$ cat config.mk
export PLATFORM = sky130hd
export DESIGN_NAME = ucg_clock_gen
export DESIGN_NICKNAME = d
export VERILOG_FILES = /design/src/logic/ucg_pkg.sv /design/src/logic/ucg_clk_if.sv /design/src/logic/ucg_baud_gen.sv /design/src/logic/ucg_xck_sync.sv /design/src/logic/ucg_clock_gen.sv
export SDC_FILE = /design/constraint.sdc
export NUM_CORES = 1
export LEC_CHECK = 0
export ABC_AREA = 1
export BUFFER_PORTS_ARGS = -buffer_cell sky130_fd_sc_hd__clkbuf_2
export CORE_MARGIN = 10
export CORE_UTILIZATION = 45
export DETAILED_ROUTE_END_ITERATION = 6
export GPL_TIMING_DRIVEN = 0
export PLACE_DENSITY = 0.69
export SETUP_SLACK_MARGIN = 0.4
export SYNTH_ARGS = -nofsm -noshare
export SYNTH_HDL_FRONTEND = slang
export SYNTH_SLANG_ARGS = --single-unit
$ cat constraint.sdc
create_clock -name i_core_clk -period 6.2 [get_ports i_core_clk]
set_input_delay 0.62 -clock i_core_clk [delete_from_list [all_inputs] [get_ports i_core_clk]]
set_output_delay 0.62 -clock i_core_clk [all_outputs]
set_load 0.02 [all_outputs]
$ cat src/logic/ucg_pkg.sv
// Shared constants and types for the serial clock generator
package ucg_pkg;

  // Width of the baud divisor and of its down-counter
  localparam int DIV_W = 12;

  // Register byte offsets on the Avalon-MM slave
  localparam logic [3:0] OFF_CTRL   = 4'h0;
  localparam logic [3:0] OFF_DIV_LO = 4'h4;
  localparam logic [3:0] OFF_DIV_HI = 4'h8;
  localparam logic [3:0] OFF_STATUS = 4'hc;

  // Bit positions in the control register
  localparam int CTRL_SYNC = 0;
  localparam int CTRL_DS   = 1;
  localparam int CTRL_POL  = 2;
  localparam int CTRL_DIR  = 3;
  localparam int CTRL_PCUT = 4;
  localparam int CTRL_W    = 5;

  // Values after reset
  localparam logic [CTRL_W-1:0] CTRL_RST   = 5'h00;
  localparam logic [7:0]        DIV_LO_RST = 8'h00;
  localparam logic [3:0]        DIV_HI_RST = 4'h0;
  localparam logic [DIV_W-1:0]  COUNT_RST  = 12'h000;

  // Last state of a divide-by-16, -8 and -2 cycle
  localparam logic [3:0] LAST_NORM = 4'hf;
  localparam logic [3:0] LAST_DS   = 4'h7;
  localparam logic [3:0] LAST_SYNC = 4'h1;

  // Clocking modes, one-hot
  typedef enum logic [3:0] {
    MODE_ASYNC_NORM = 4'b0001,
    MODE_ASYNC_DS   = 4'b0010,
    MODE_SYNC_MAST  = 4'b0100,
    MODE_SYNC_SLAVE = 4'b1000
  } ucg_mode_e;

endpackage

$ cat src/logic/ucg_clk_if.sv
// Internal link between the clock core, baud counter and pin synchroniser
`timescale 1ns/1ns
interface ucg_clk_if (
  input wire logic clk,
  input wire logic rst_n
);
  logic [ucg_pkg::DIV_W-1:0] divisor;
  logic                      reload;
  logic                      run;
  logic                      baud_tick;
  logic [ucg_pkg::DIV_W-1:0] count;
  logic                      xck_level;
  logic                      xck_rise;
  logic                      xck_fall;

  modport core (input clk, rst_n, baud_tick, count, xck_level, xck_rise,
                xck_fall, output divisor, reload, run);
  modport baud (input clk, rst_n, divisor, reload, run,
                output baud_tick, count);
  modport sync (input clk, rst_n, output xck_level, xck_rise, xck_fall);
endinterface

$ cat src/logic/ucg_baud_gen.sv
// Programmable down-counter baud generator
`timescale 1ns/1ns
module ucg_baud_gen (
  ucg_clk_if.baud b
);

  logic [ucg_pkg::DIV_W-1:0] count_q;
  logic                      tick_q;

  // Reload on zero or on a low-byte write, else count down
  always_ff @(posedge b.clk or negedge b.rst_n) begin
    if (!b.rst_n) begin
      count_q <= ucg_pkg::COUNT_RST;
    end else if (!b.run) begin
      count_q <= count_q;
    end else if (b.reload || count_q == '0) begin
      count_q <= b.divisor;
    end else begin
      count_q <= count_q - 12'h001;
    end
  end

  // One tick per pass through zero, rate fosc/(divisor+1)
  always_ff @(posedge b.clk or negedge b.rst_n) begin
    if (!b.rst_n) begin
      tick_q <= 1'b0;
    end else begin
      tick_q <= b.run && count_q == '0;
    end
  end

  assign b.count     = count_q;
  assign b.baud_tick = tick_q;

  a_reload_write: assert property (
    @(posedge b.clk) disable iff (!b.rst_n)
    (b.run && b.reload) |=> (count_q == $past(b.divisor)))
    else $error("counter did not reload from divisor");

  a_tick_on_zero: assert property (
    @(posedge b.clk) disable iff (!b.rst_n)
    (b.run && count_q == '0) |=> tick_q && count_q == $past(b.divisor))
    else $error("baud tick missing after zero");

endmodule

$ cat src/logic/ucg_xck_sync.sv
// Synchroniser and edge detector for the external transfer clock
`timescale 1ns/1ns
module ucg_xck_sync (
  input  wire logic i_xck_pin,
  ucg_clk_if.sync   s
);

  logic meta_q;
  logic sync_q;
  logic prev_q;

  // Two flops against metastability, a third to find edges
  always_ff @(posedge s.clk or negedge s.rst_n) begin
    if (!s.rst_n) begin
      meta_q <= 1'b0;
      sync_q <= 1'b0;
      prev_q <= 1'b0;
    end else begin
      meta_q <= i_xck_pin;
      sync_q <= meta_q;
      prev_q <= sync_q;
    end
  end

  // Edge pulses last one system clock each
  assign s.xck_level = sync_q;
  assign s.xck_rise  = sync_q & ~prev_q;
  assign s.xck_fall  = ~sync_q & prev_q;

  a_edge_single: assert property (
    @(posedge s.clk) disable iff (!s.rst_n)
    s.xck_rise |=> !s.xck_rise)
    else $error("rise pulse longer than one cycle");

endmodule

$ cat src/logic/ucg_clock_gen.sv
// Serial port clock generator with Avalon-MM control registers
`timescale 1ns/1ns
module ucg_clock_gen (
  input  wire logic        i_core_clk,
  input  wire logic        i_reset_n,
  input  wire logic [3:0]  i_avs_address,
  input  wire logic        i_avs_read,
  input  wire logic        i_avs_write,
  input  wire logic [31:0] i_avs_writedata,
  input  wire logic [3:0]  i_avs_byteenable,
  input  wire logic        i_xck_pin,
  output logic      [31:0] o_avs_readdata,
  output logic             o_avs_waitrequest,
  output logic             o_xck_o,
  output logic             o_xck_oe,
  output logic             o_tx_tick,
  output logic             o_rx_base_tick,
  output logic             o_rx_sample,
  output logic      [3:0]  o_rx_phase,
  output logic      [3:0]  o_mode
);

  logic                          rst_meta_q;
  logic                          rst_n;
  logic [ucg_pkg::CTRL_W-1:0]    ctrl_q;
  logic [7:0]                    div_lo_q;
  logic [3:0]                    div_hi_q;
  logic                          reload_q;
  ucg_pkg::ucg_mode_e            mode_q;
  ucg_pkg::ucg_mode_e            mode_d;
  logic [3:0]                    txdiv_q;
  logic [3:0]                    last;
  logic                          is_sync;
  logic                          bt;
  logic                          rise;
  logic                          fall;
  logic                          change_edge;
  logic                          sample_edge;
  logic                          rx_base;

  // Reset released through two flops; asserted at once
  always_ff @(posedge i_core_clk or negedge i_reset_n) begin
    if (!i_reset_n) begin
      rst_meta_q <= 1'b0;
      rst_n      <= 1'b0;
    end else begin
      rst_meta_q <= 1'b1;
      rst_n      <= rst_meta_q;
    end
  end

  ucg_clk_if clk_if (
    .clk   (i_core_clk),
    .rst_n (rst_n)
  );
  ucg_baud_gen u_baud (
    .b (clk_if.baud)
  );
  ucg_xck_sync u_sync (
    .i_xck_pin (i_xck_pin),
    .s         (clk_if.sync)
  );

  // Address decode, shared by the read and the write path
  function automatic logic hit(input logic [3:0] addr,
                               input logic [3:0] off);
    hit = addr == off;
  endfunction

  // Length of a bit cycle, minus one, for each mode
  function automatic logic [3:0] last_of(input ucg_pkg::ucg_mode_e m);
    case (m)
      ucg_pkg::MODE_ASYNC_NORM: last_of = ucg_pkg::LAST_NORM;
      ucg_pkg::MODE_ASYNC_DS:   last_of = ucg_pkg::LAST_DS;
      default:                  last_of = ucg_pkg::LAST_SYNC;
    endcase
  endfunction

  // Bus handshake: one wait cycle, then answer for one cycle
  always_ff @(posedge i_core_clk or negedge rst_n) begin
    if (!rst_n) begin
      o_avs_waitrequest <= 1'b1;
    end else if (o_avs_waitrequest && (i_avs_read || i_avs_write)) begin
      o_avs_waitrequest <= 1'b0;
    end else begin
      o_avs_waitrequest <= 1'b1;
    end
  end

  // Read data captured in the wait cycle; unmapped reads zero
  always_ff @(posedge i_core_clk or negedge rst_n) begin
    if (!rst_n) begin
      o_avs_readdata <= 32'h0000_0000;
    end else if (o_avs_waitrequest && i_avs_read) begin
      if (hit(i_avs_address, ucg_pkg::OFF_CTRL)) begin
        o_avs_readdata <= {27'h0, ctrl_q};
      end else if (hit(i_avs_address, ucg_pkg::OFF_DIV_LO)) begin
        o_avs_readdata <= {24'h0, div_lo_q};
      end else if (hit(i_avs_address, ucg_pkg::OFF_DIV_HI)) begin
        o_avs_readdata <= {28'h0, div_hi_q};
      end else if (hit(i_avs_address, ucg_pkg::OFF_STATUS)) begin
        o_avs_readdata <= {23'h0, clk_if.xck_level, o_rx_phase, mode_q};
      end else begin
        o_avs_readdata <= 32'h0000_0000;
      end
    end
  end

  // Writes land at the edge where waitrequest is seen low
  always_ff @(posedge i_core_clk or negedge rst_n) begin
    if (!rst_n) begin
      ctrl_q   <= ucg_pkg::CTRL_RST;
      div_lo_q <= ucg_pkg::DIV_LO_RST;
      div_hi_q <= ucg_pkg::DIV_HI_RST;
    end else if (!o_avs_waitrequest && i_avs_write &&
                 i_avs_byteenable[0]) begin
      if (hit(i_avs_address, ucg_pkg::OFF_CTRL)) begin
        ctrl_q <= i_avs_writedata[ucg_pkg::CTRL_W-1:0];
      end
      if (hit(i_avs_address, ucg_pkg::OFF_DIV_LO)) begin
        div_lo_q <= i_avs_writedata[7:0];
      end
      if (hit(i_avs_address, ucg_pkg::OFF_DIV_HI)) begin
        div_hi_q <= i_avs_writedata[3:0];
      end
    end
  end

  // Low-byte write restarts the counter one cycle later
  always_ff @(posedge i_core_clk or negedge rst_n) begin
    if (!rst_n) begin
      reload_q <= 1'b0;
    end else begin
      reload_q <= !o_avs_waitrequest && i_avs_write &&
                  i_avs_byteenable[0] &&
                  hit(i_avs_address, ucg_pkg::OFF_DIV_LO);
    end
  end

  // Only the high byte's low nibble is kept, so the divisor spans 0-4095
  assign clk_if.divisor = {div_hi_q, div_lo_q};
  assign clk_if.reload  = reload_q;
  // Power cut holds the counter; software owns that bit
  assign clk_if.run     = !ctrl_q[ucg_pkg::CTRL_PCUT];

  // Mode decode; double speed matters only when async
  always_comb begin
    if (ctrl_q[ucg_pkg::CTRL_SYNC]) begin
      mode_d = ctrl_q[ucg_pkg::CTRL_DIR] ? ucg_pkg::MODE_SYNC_MAST
                                          : ucg_pkg::MODE_SYNC_SLAVE;
    end else if (ctrl_q[ucg_pkg::CTRL_DS]) begin
      mode_d = ucg_pkg::MODE_ASYNC_DS;
    end else begin
      mode_d = ucg_pkg::MODE_ASYNC_NORM;
    end
  end
  // Decoded mode takes effect one clock later
  always_ff @(posedge i_core_clk or negedge rst_n) begin
    if (!rst_n) begin
      mode_q <= ucg_pkg::MODE_ASYNC_NORM;
    end else begin
      mode_q <= mode_d;
    end
  end
  assign is_sync = mode_q == ucg_pkg::MODE_SYNC_MAST ||
                   mode_q == ucg_pkg::MODE_SYNC_SLAVE;
  assign last    = last_of(mode_q);
  assign bt      = clk_if.baud_tick;

  // Transfer clock edges: made here as master, taken in as slave
  always_comb begin
    case (mode_q)
      ucg_pkg::MODE_SYNC_MAST: begin
        rise = bt && !o_xck_o;
        fall = bt && o_xck_o;
      end
      ucg_pkg::MODE_SYNC_SLAVE: begin
        rise = clk_if.xck_rise && clk_if.run;
        fall = clk_if.xck_fall && clk_if.run;
      end
      default: begin
        rise = 1'b0;
        fall = 1'b0;
      end
    endcase
  end
  // Data changes on one edge and is sampled on the other
  assign change_edge = ctrl_q[ucg_pkg::CTRL_POL] ? fall : rise;
  assign sample_edge = ctrl_q[ucg_pkg::CTRL_POL] ? rise : fall;
  assign rx_base     = is_sync ? (rise || fall) : bt;

  // Master clock toggles each tick, dividing it by two
  always_ff @(posedge i_core_clk or negedge rst_n) begin
    if (!rst_n) begin
      o_xck_o <= 1'b0;
    end else if (mode_q != ucg_pkg::MODE_SYNC_MAST) begin
      o_xck_o <= 1'b0;
    end else if (bt) begin
      o_xck_o <= !o_xck_o;
    end
  end

  // Pin driven only as synchronous master
  always_ff @(posedge i_core_clk or negedge rst_n) begin
    if (!rst_n) begin
      o_xck_oe <= 1'b0;
    end else begin
      o_xck_oe <= mode_q == ucg_pkg::MODE_SYNC_MAST;
    end
  end

  // Transmit divider for the asynchronous modes
  always_ff @(posedge i_core_clk or negedge rst_n) begin
    if (!rst_n) begin
      txdiv_q <= 4'h0;
    end else if (mode_d != mode_q || is_sync) begin
      txdiv_q <= 4'h0;
    end else if (bt) begin
      txdiv_q <= (txdiv_q == last) ? 4'h0 : txdiv_q + 4'h1;
    end
  end

  // Transmit tick: divider wrap, or the change edge when sync
  always_ff @(posedge i_core_clk or negedge rst_n) begin
    if (!rst_n) begin
      o_tx_tick <= 1'b0;
    end else if (is_sync) begin
      o_tx_tick <= change_edge;
    end else begin
      o_tx_tick <= bt && txdiv_q == last;
    end
  end

  // Receiver base tick: raw baud tick, or any transfer clock edge
  always_ff @(posedge i_core_clk or negedge rst_n) begin
    if (!rst_n) begin
      o_rx_base_tick <= 1'b0;
    end else begin
      o_rx_base_tick <= rx_base;
    end
  end

  // Recovery phase: 16, 8 or 2 states per bit
  always_ff @(posedge i_core_clk or negedge rst_n) begin
    if (!rst_n) begin
      o_rx_phase <= 4'h0;
    end else if (mode_d != mode_q) begin
      o_rx_phase <= 4'h0;
    end else if (rx_base) begin
      o_rx_phase <= (o_rx_phase == last) ? 4'h0 : o_rx_phase + 4'h1;
    end
  end

  // Sample at mid-bit when async; on the sample edge when sync
  always_ff @(posedge i_core_clk or negedge rst_n) begin
    if (!rst_n) begin
      o_rx_sample <= 1'b0;
    end else if (is_sync) begin
      o_rx_sample <= sample_edge;
    end else begin
      o_rx_sample <= bt && o_rx_phase == {1'b0, last[3:1]};
    end
  end

  // Mode is visible outside so the frame logic can follow it
  always_ff @(posedge i_core_clk or negedge rst_n) begin
    if (!rst_n) begin
      o_mode <= 4'h0;
    end else begin
      o_mode <= mode_q;
    end
  end

  a_tx_div_norm: assert property (
    @(posedge i_core_clk) disable iff (!rst_n)
    (mode_q == ucg_pkg::MODE_ASYNC_NORM && mode_d == mode_q && bt &&
     txdiv_q == 4'he) |=> (txdiv_q == 4'hf) && !o_tx_tick)
    else $error("normal mode transmit divide not sixteen");
  a_tx_div_ds: assert property (
    @(posedge i_core_clk) disable iff (!rst_n)
    (mode_q == ucg_pkg::MODE_ASYNC_DS && bt && txdiv_q == 4'h7)
      |=> o_tx_tick && txdiv_q == 4'h0)
    else $error("double speed transmit divide not eight");
  a_master_toggle: assert property (
    @(posedge i_core_clk) disable iff (!rst_n)
    (mode_q == ucg_pkg::MODE_SYNC_MAST && mode_d == mode_q && bt)
      |=> (o_xck_o != $past(o_xck_o)))
    else $error("master transfer clock did not toggle");
  a_async_no_pin: assert property (
    @(posedge i_core_clk) disable iff (!rst_n)
    (!is_sync && !$past(is_sync) && !bt) |=>
      !o_xck_oe && !o_xck_o && !o_rx_base_tick && !o_tx_tick)
    else $error("transfer clock used in async mode");
  a_sync_ignores_ds: assert property (
    @(posedge i_core_clk) disable iff (!rst_n)
    ctrl_q[ucg_pkg::CTRL_SYNC] |=> mode_q != ucg_pkg::MODE_ASYNC_DS)
    else $error("double speed applied in sync mode");
  a_slave_change: assert property (
    @(posedge i_core_clk) disable iff (!rst_n)
    (mode_q == ucg_pkg::MODE_SYNC_SLAVE && clk_if.run &&
     !ctrl_q[ucg_pkg::CTRL_POL] && clk_if.xck_rise)
      |=> o_tx_tick && !o_rx_sample)
    else $error("slave rise did not change data");
  a_pol_sample: assert property (
    @(posedge i_core_clk) disable iff (!rst_n)
    (is_sync && ctrl_q[ucg_pkg::CTRL_POL] && rise)
      |=> o_rx_sample && !o_tx_tick)
    else $error("set polarity did not sample on rise");
  a_rx_phase_wrap: assert property (
    @(posedge i_core_clk) disable iff (!rst_n)
    (mode_q == ucg_pkg::MODE_ASYNC_NORM && mode_d == mode_q && bt &&
     o_rx_phase == 4'hf) |=> o_rx_phase == 4'h0)
    else $error("receive phase did not wrap at sixteen");
  a_reload_delay: assert property (
    @(posedge i_core_clk) disable iff (!rst_n)
    (!o_avs_waitrequest && i_avs_write && i_avs_byteenable[0] &&
     i_avs_address == ucg_pkg::OFF_DIV_LO) |=> reload_q)
    else $error("low byte write did not reload counter");
endmodule

Yosys cells after proc, flatten, opt, wreduce, memory -nomap -nowiden
Index checks and enable logic that the tools add are counted.

Word-level logic and storage cells: 94. Bits in registers: 90. Output and inout port bits: 46. Input port bits: 45.

Equality and inequality tests: 12. Bitwise gates (word level): 4. $add $sub $neg: 3. Mux-type cells: 25. Reduce and logical (&&, ||, !) cells: 28.

Operators by type and width (count): $mux 32 (1); $mux 4 (8); $mux 9 (3); $eq 4x4->1 const B (3); $logic_and 1x1->1 (12); $logic_not 12->1 (1); $mux 12 (1); $sub 12x1->12 const B (1); $add 4x1->4 const B (2); $eq 4x3->1 const B (2); $eq 4x4->1 (2); $mux 1 (8); $pmux 4 s2 (1); $reduce_and 2->1 (3); $reduce_bool 2->1 (3); $logic_or 1x1->1 (5); $eq 4x1->1 const B (1); $eq 4x2->1 const B (1); $eq 4x3->1 (1); $logic_not 4->1 (1); $ne 4x3->1 const B (1); $ne 4x4->1 (1); $pmux 1 s2 (2); $logic_not 1->1 (3); 3 further kinds (5).

Depth between registers and ports, before layout
Depth after elaboration: 8. Gate-level depth with buffers: 11. Mapped depth without buffers: 11.

Modules after synthesis
From an unflattened synthesis, not the netlist that was laid out.

Cell total of the unflattened synthesis: 490. Area total of the unflattened synthesis: 3849.9 um2.

Modules (own cells, without submodules): ucg_clock_gen (area each 2723.9 um2, instances 1, seq. area each 1278.7 um2, cells each 331); ucg_baud_gen (area each 1036.0 um2, instances 1, seq. area each 325.3 um2, cells each 152); ucg_xck_sync (area each 90.1 um2, instances 1, seq. area each 75.1 um2, cells each 7).

Worst setup path after synthesis
No wires, ideal clock.

Path type: input port to flip-flop. Start point: in i_avs_address[1]. End point: reg div_lo_q[1]. Stages on the path: 7. Arrival: 1.378 ns. Setup slack: 4.696 ns. Setup time: 0.126 ns. Data required time: 6.074 ns. Path buffers: 1. Cells stage by stage: nor2_1 -> nand2_1 -> nor2_2 -> nand2_1 -> buf_2 -> nand2_1 -> o21ai_0.

Longest elaborated chain between the ends: 2.

Ends and longest elaborated chain: start: declaration (RTL line ucg_clock_gen.sv:6) `input wire logic [3:0] i_avs_address,`; $eq 4x3->1 (RTL line ucg_clock_gen.sv:67) `hit = addr == off;`; $reduce_and 2->1 (no source line); end signal: assignment (RTL line ucg_clock_gen.sv:113) `div_lo_q <= ucg_pkg::DIV_LO_RST;`; end signal: assignment (RTL line ucg_clock_gen.sv:121) `div_lo_q <= i_avs_writedata[7:0];`; end: declaration (RTL line ucg_clock_gen.sv:26) `logic [7:0] div_lo_q;`.

No other way between the ends. A chain may end at the register's enable or synchronous reset.

Worst setup path after layout
Start point: reg o_rx_phase[3]. End point: out o_rx_phase[3].

RTL lines: start: declaration (RTL line ucg_clock_gen.sv:19) `output logic [3:0] o_rx_phase,`; start signal: assignment (RTL line ucg_clock_gen.sv:250) `o_rx_phase <= (o_rx_phase == last) ? 4'h0 : o_rx_phase + 4'h1;`.

No word-level cell between the ends.

==> metrics.cfg <==
[clock_network]
cts_inserted_buffers = 9
clock_sinks = 67
worstSkewPairLatency_ps = 340
post_cts_buffers = 0
htree_num_levels = 3
cts_tree = done
hold_buffers = 0
path_clk_slew_ps = 70
cts-root-buf = clkbuf_8
clock_tree.buffer_depth = 2
cts_resized = 0

[synthesis]
seq_area_frac_synth_pct = 46.4
synth-seq-cells = 67
synth_top_family_by_area = simple AND/OR/NAND/NOR gates
netlist.area_leader.share_pct = 44.9
synth-adder-area-share_pct = 1.38
synth.largest_area_cell = dfrtp_1
synth-compound-area-share_pct = 8.47
synth_simple_gate_area_share_pct = 30.5
yosys_warnings = 0
synth_cells = 476
yosys.area_share.xor_xnor_pct = 1.69
yosys-top-cells-area = dfrtp_1 45%, nand2_1 15%, inv_1 5.2%, nor2_1 5.1%, buf_4 4.8%
ys.flop_type = dfrtp_1
synth.area.mux_share_pct = 0
synth_edf_count = 0
synth_area_per_cell_um2 = 7.60
ys_types = 31
syn_area_um2 = 3620
async_flop_share_pct = 100

[worst_setup_path]
critPathCaptureType = output port
crit_path_cell_trace = clkbuf_2
slowest_delay_ps = 500
crit_path_start_kind = flip-flop
ff2ff_setup_slack_ps = 4570
crit_buf_inv = 1
cp.depth = 1
crit_required_ps = 5580
cp_top_family = flip-flops
cp.arrival_ps = 1080
path_class = reg -> out
crit_path_start = o_rx_phase[3]
worstRegToRegCells = 9
worst-path-max-fanout = 7
slowest_stage = dfrtp_1
reg2reg_from = u_baud.b.count[8]
worstReg2RegEnd = u_baud.b.count[2]

[run_status]
status = finished clean

[floorplan]
start_util_pct = 46.6
coreArea_um2 = 7770
rows = 32
dieArea_um2 = 12000
dieHeight_um = 110
dieWidth_um = 110
io-pin-count = 91

[route]
via_count = 3123
drt_pre_antenna_iters = 5
route.detailed.drc = 0
via_per_inst = 4.76
drtAntennaViolNets = 0
drt_iter0_markers = 180
drt_wl_total_um = 8620
routedWlPerCell_um = 13.1

[sta]
rsz0062_at_grt = no
hold_violations = 0
max_freq_mhz = 590
tightest_slew_ps = 831
setup_viol = 0
slew_viol_final = 0
finalCritPeriodShare_pct = 27.4
layout_setup_ws_ps = 4500
finalClockSkew_ps = 4.72
max-slew-margin-rel_pct = 44.6
tns_ps = 0
min_period_ps = 1700

[power]
p_leak_uw = 0.00232
powerDensity_nw_per_um2 = 325
irDropWorstVdd_mv = 0.132

[job]
maxCapViolCount = 0

[finish]
final_core_util_pct = 55.0
area_growth_pct = 18.1
layout_common_cells = 149 x nand2_1, 64 x dfrtp_1, 50 x inv_1
num-nets-final = 598
drive_gt1_share_pct = 19.5
antenna_cells = 0
final_common_cell = nand2_1

[placement]
numPortBuffers = 40
place_hpwl_um = 6570
gp_congestion = 0.857
place_ws_ps = 4280

[worst_hold_path]
worst_hold_path_type = in -> async

[global_routing]
grt_pass1_vias = 3027
grt.overflow.total = 0
grt_usage_pct = 15.0
grt_max_degree = 66
antenna_found_initial = 0
grt_pass1_wl_um = 14300

[synth_stat cells, drive strengths merged (2+ instances only)]
cell / n
xor2: 3
buf: 26
inv: 55
xnor2: 4
dfrtp: 65
a21oi: 14
clkbuf: 3
dfstp: 2
nand4: 7
conb: 2
nor3: 3
o22ai: 6
nor2: 54
nand3: 32
nand2: 157
ha: 4
o21ai: 36
[worst max-delay path by stage]
stage          slack [ps]                 to
2_1_floorplan        4200      clk_if.reload
3_3_place_gp         3420  u_baud.b.count[6]
3_5_place_dp         4280          ctrl_q[4]
4_1_cts              4490      o_rx_phase[3]
5_1_grt              4400  u_baud.b.count[2]
6_report             4500      o_rx_phase[3]
[where the power goes]
| part | switching (uW) | internal [uW] |
|---|---|---|
| Clock | 169 | 266 |
| Sequential | 72.3 | 508 |
| Combinational | 238 | 136 |
[flip-flops by register name (all words and copies together) (netlist names), 4 cells and up]
register,flops
u_baud.b.count,12
ctrl_q,5
mode_q,4
o_mode,4
o_avs_readdata,9
o_rx_phase,4
txdiv_q,4
div_hi_q,4
div_lo_q,8
[cell type report]
class                   count  area (um^2)
inverters                  55          206
clock inverters             7          116
well taps                 102          128
plain buffers              29          205
repair buffers             40          200
multi-input cells         347         1610
clock buffers               9          124
flip-flops and latches     67         1680
fillers                   757         3490
[per-stage QoR]
stage          total power, uW  hold WS, ps  std cells  cell area, um^2
2_1_floorplan              870          324        498             3700
3_3_place_gp               947          335        640             4030
3_5_place_dp               962          343        640             4030
4_1_cts                   1400         34.6        656             4270
5_1_grt                   1490         34.1        656             4270
6_report                  1390         48.7        656             4270
[per-layer routing]
| layer | vias to the layer above | global-route usage [%] | part of all wire (%) |
|---|---|---|---|
| li1 | 1601 | - | - |
| met1 | 1418 | 20.1 | 47 |
| met2 | 89 | 22.7 | 44 |
| met3 | 15 | 3.04 | 6.7 |
| met4 | 0 | 7.06 | 2.3 |
| met5 | - | 0 | 0 |
[cell families (layout without fill, tap and decap cells)]
group / count (synthesis) / in the layout
compound gates: 58 / 58
buf+inv: 84 / 140
fa+ha+maj: 4 / 4
xor+xnor: 7 / 7
other cells: 2 / 24
flops: 67 / 67
simple gates: 254 / 254
[worst reg2reg max path, cell delays in order (launching register included)]
cell	delay [ps]
dfrtp_1	400
inv_1	100
nand2_1	70
nor3_1	260
nand2_2	150
nand2_4	140
buf_6	150
nand2_1	100
nand3_1	90
nand2_1	50
Note: power is estimated with default switching activity, not from simulation.
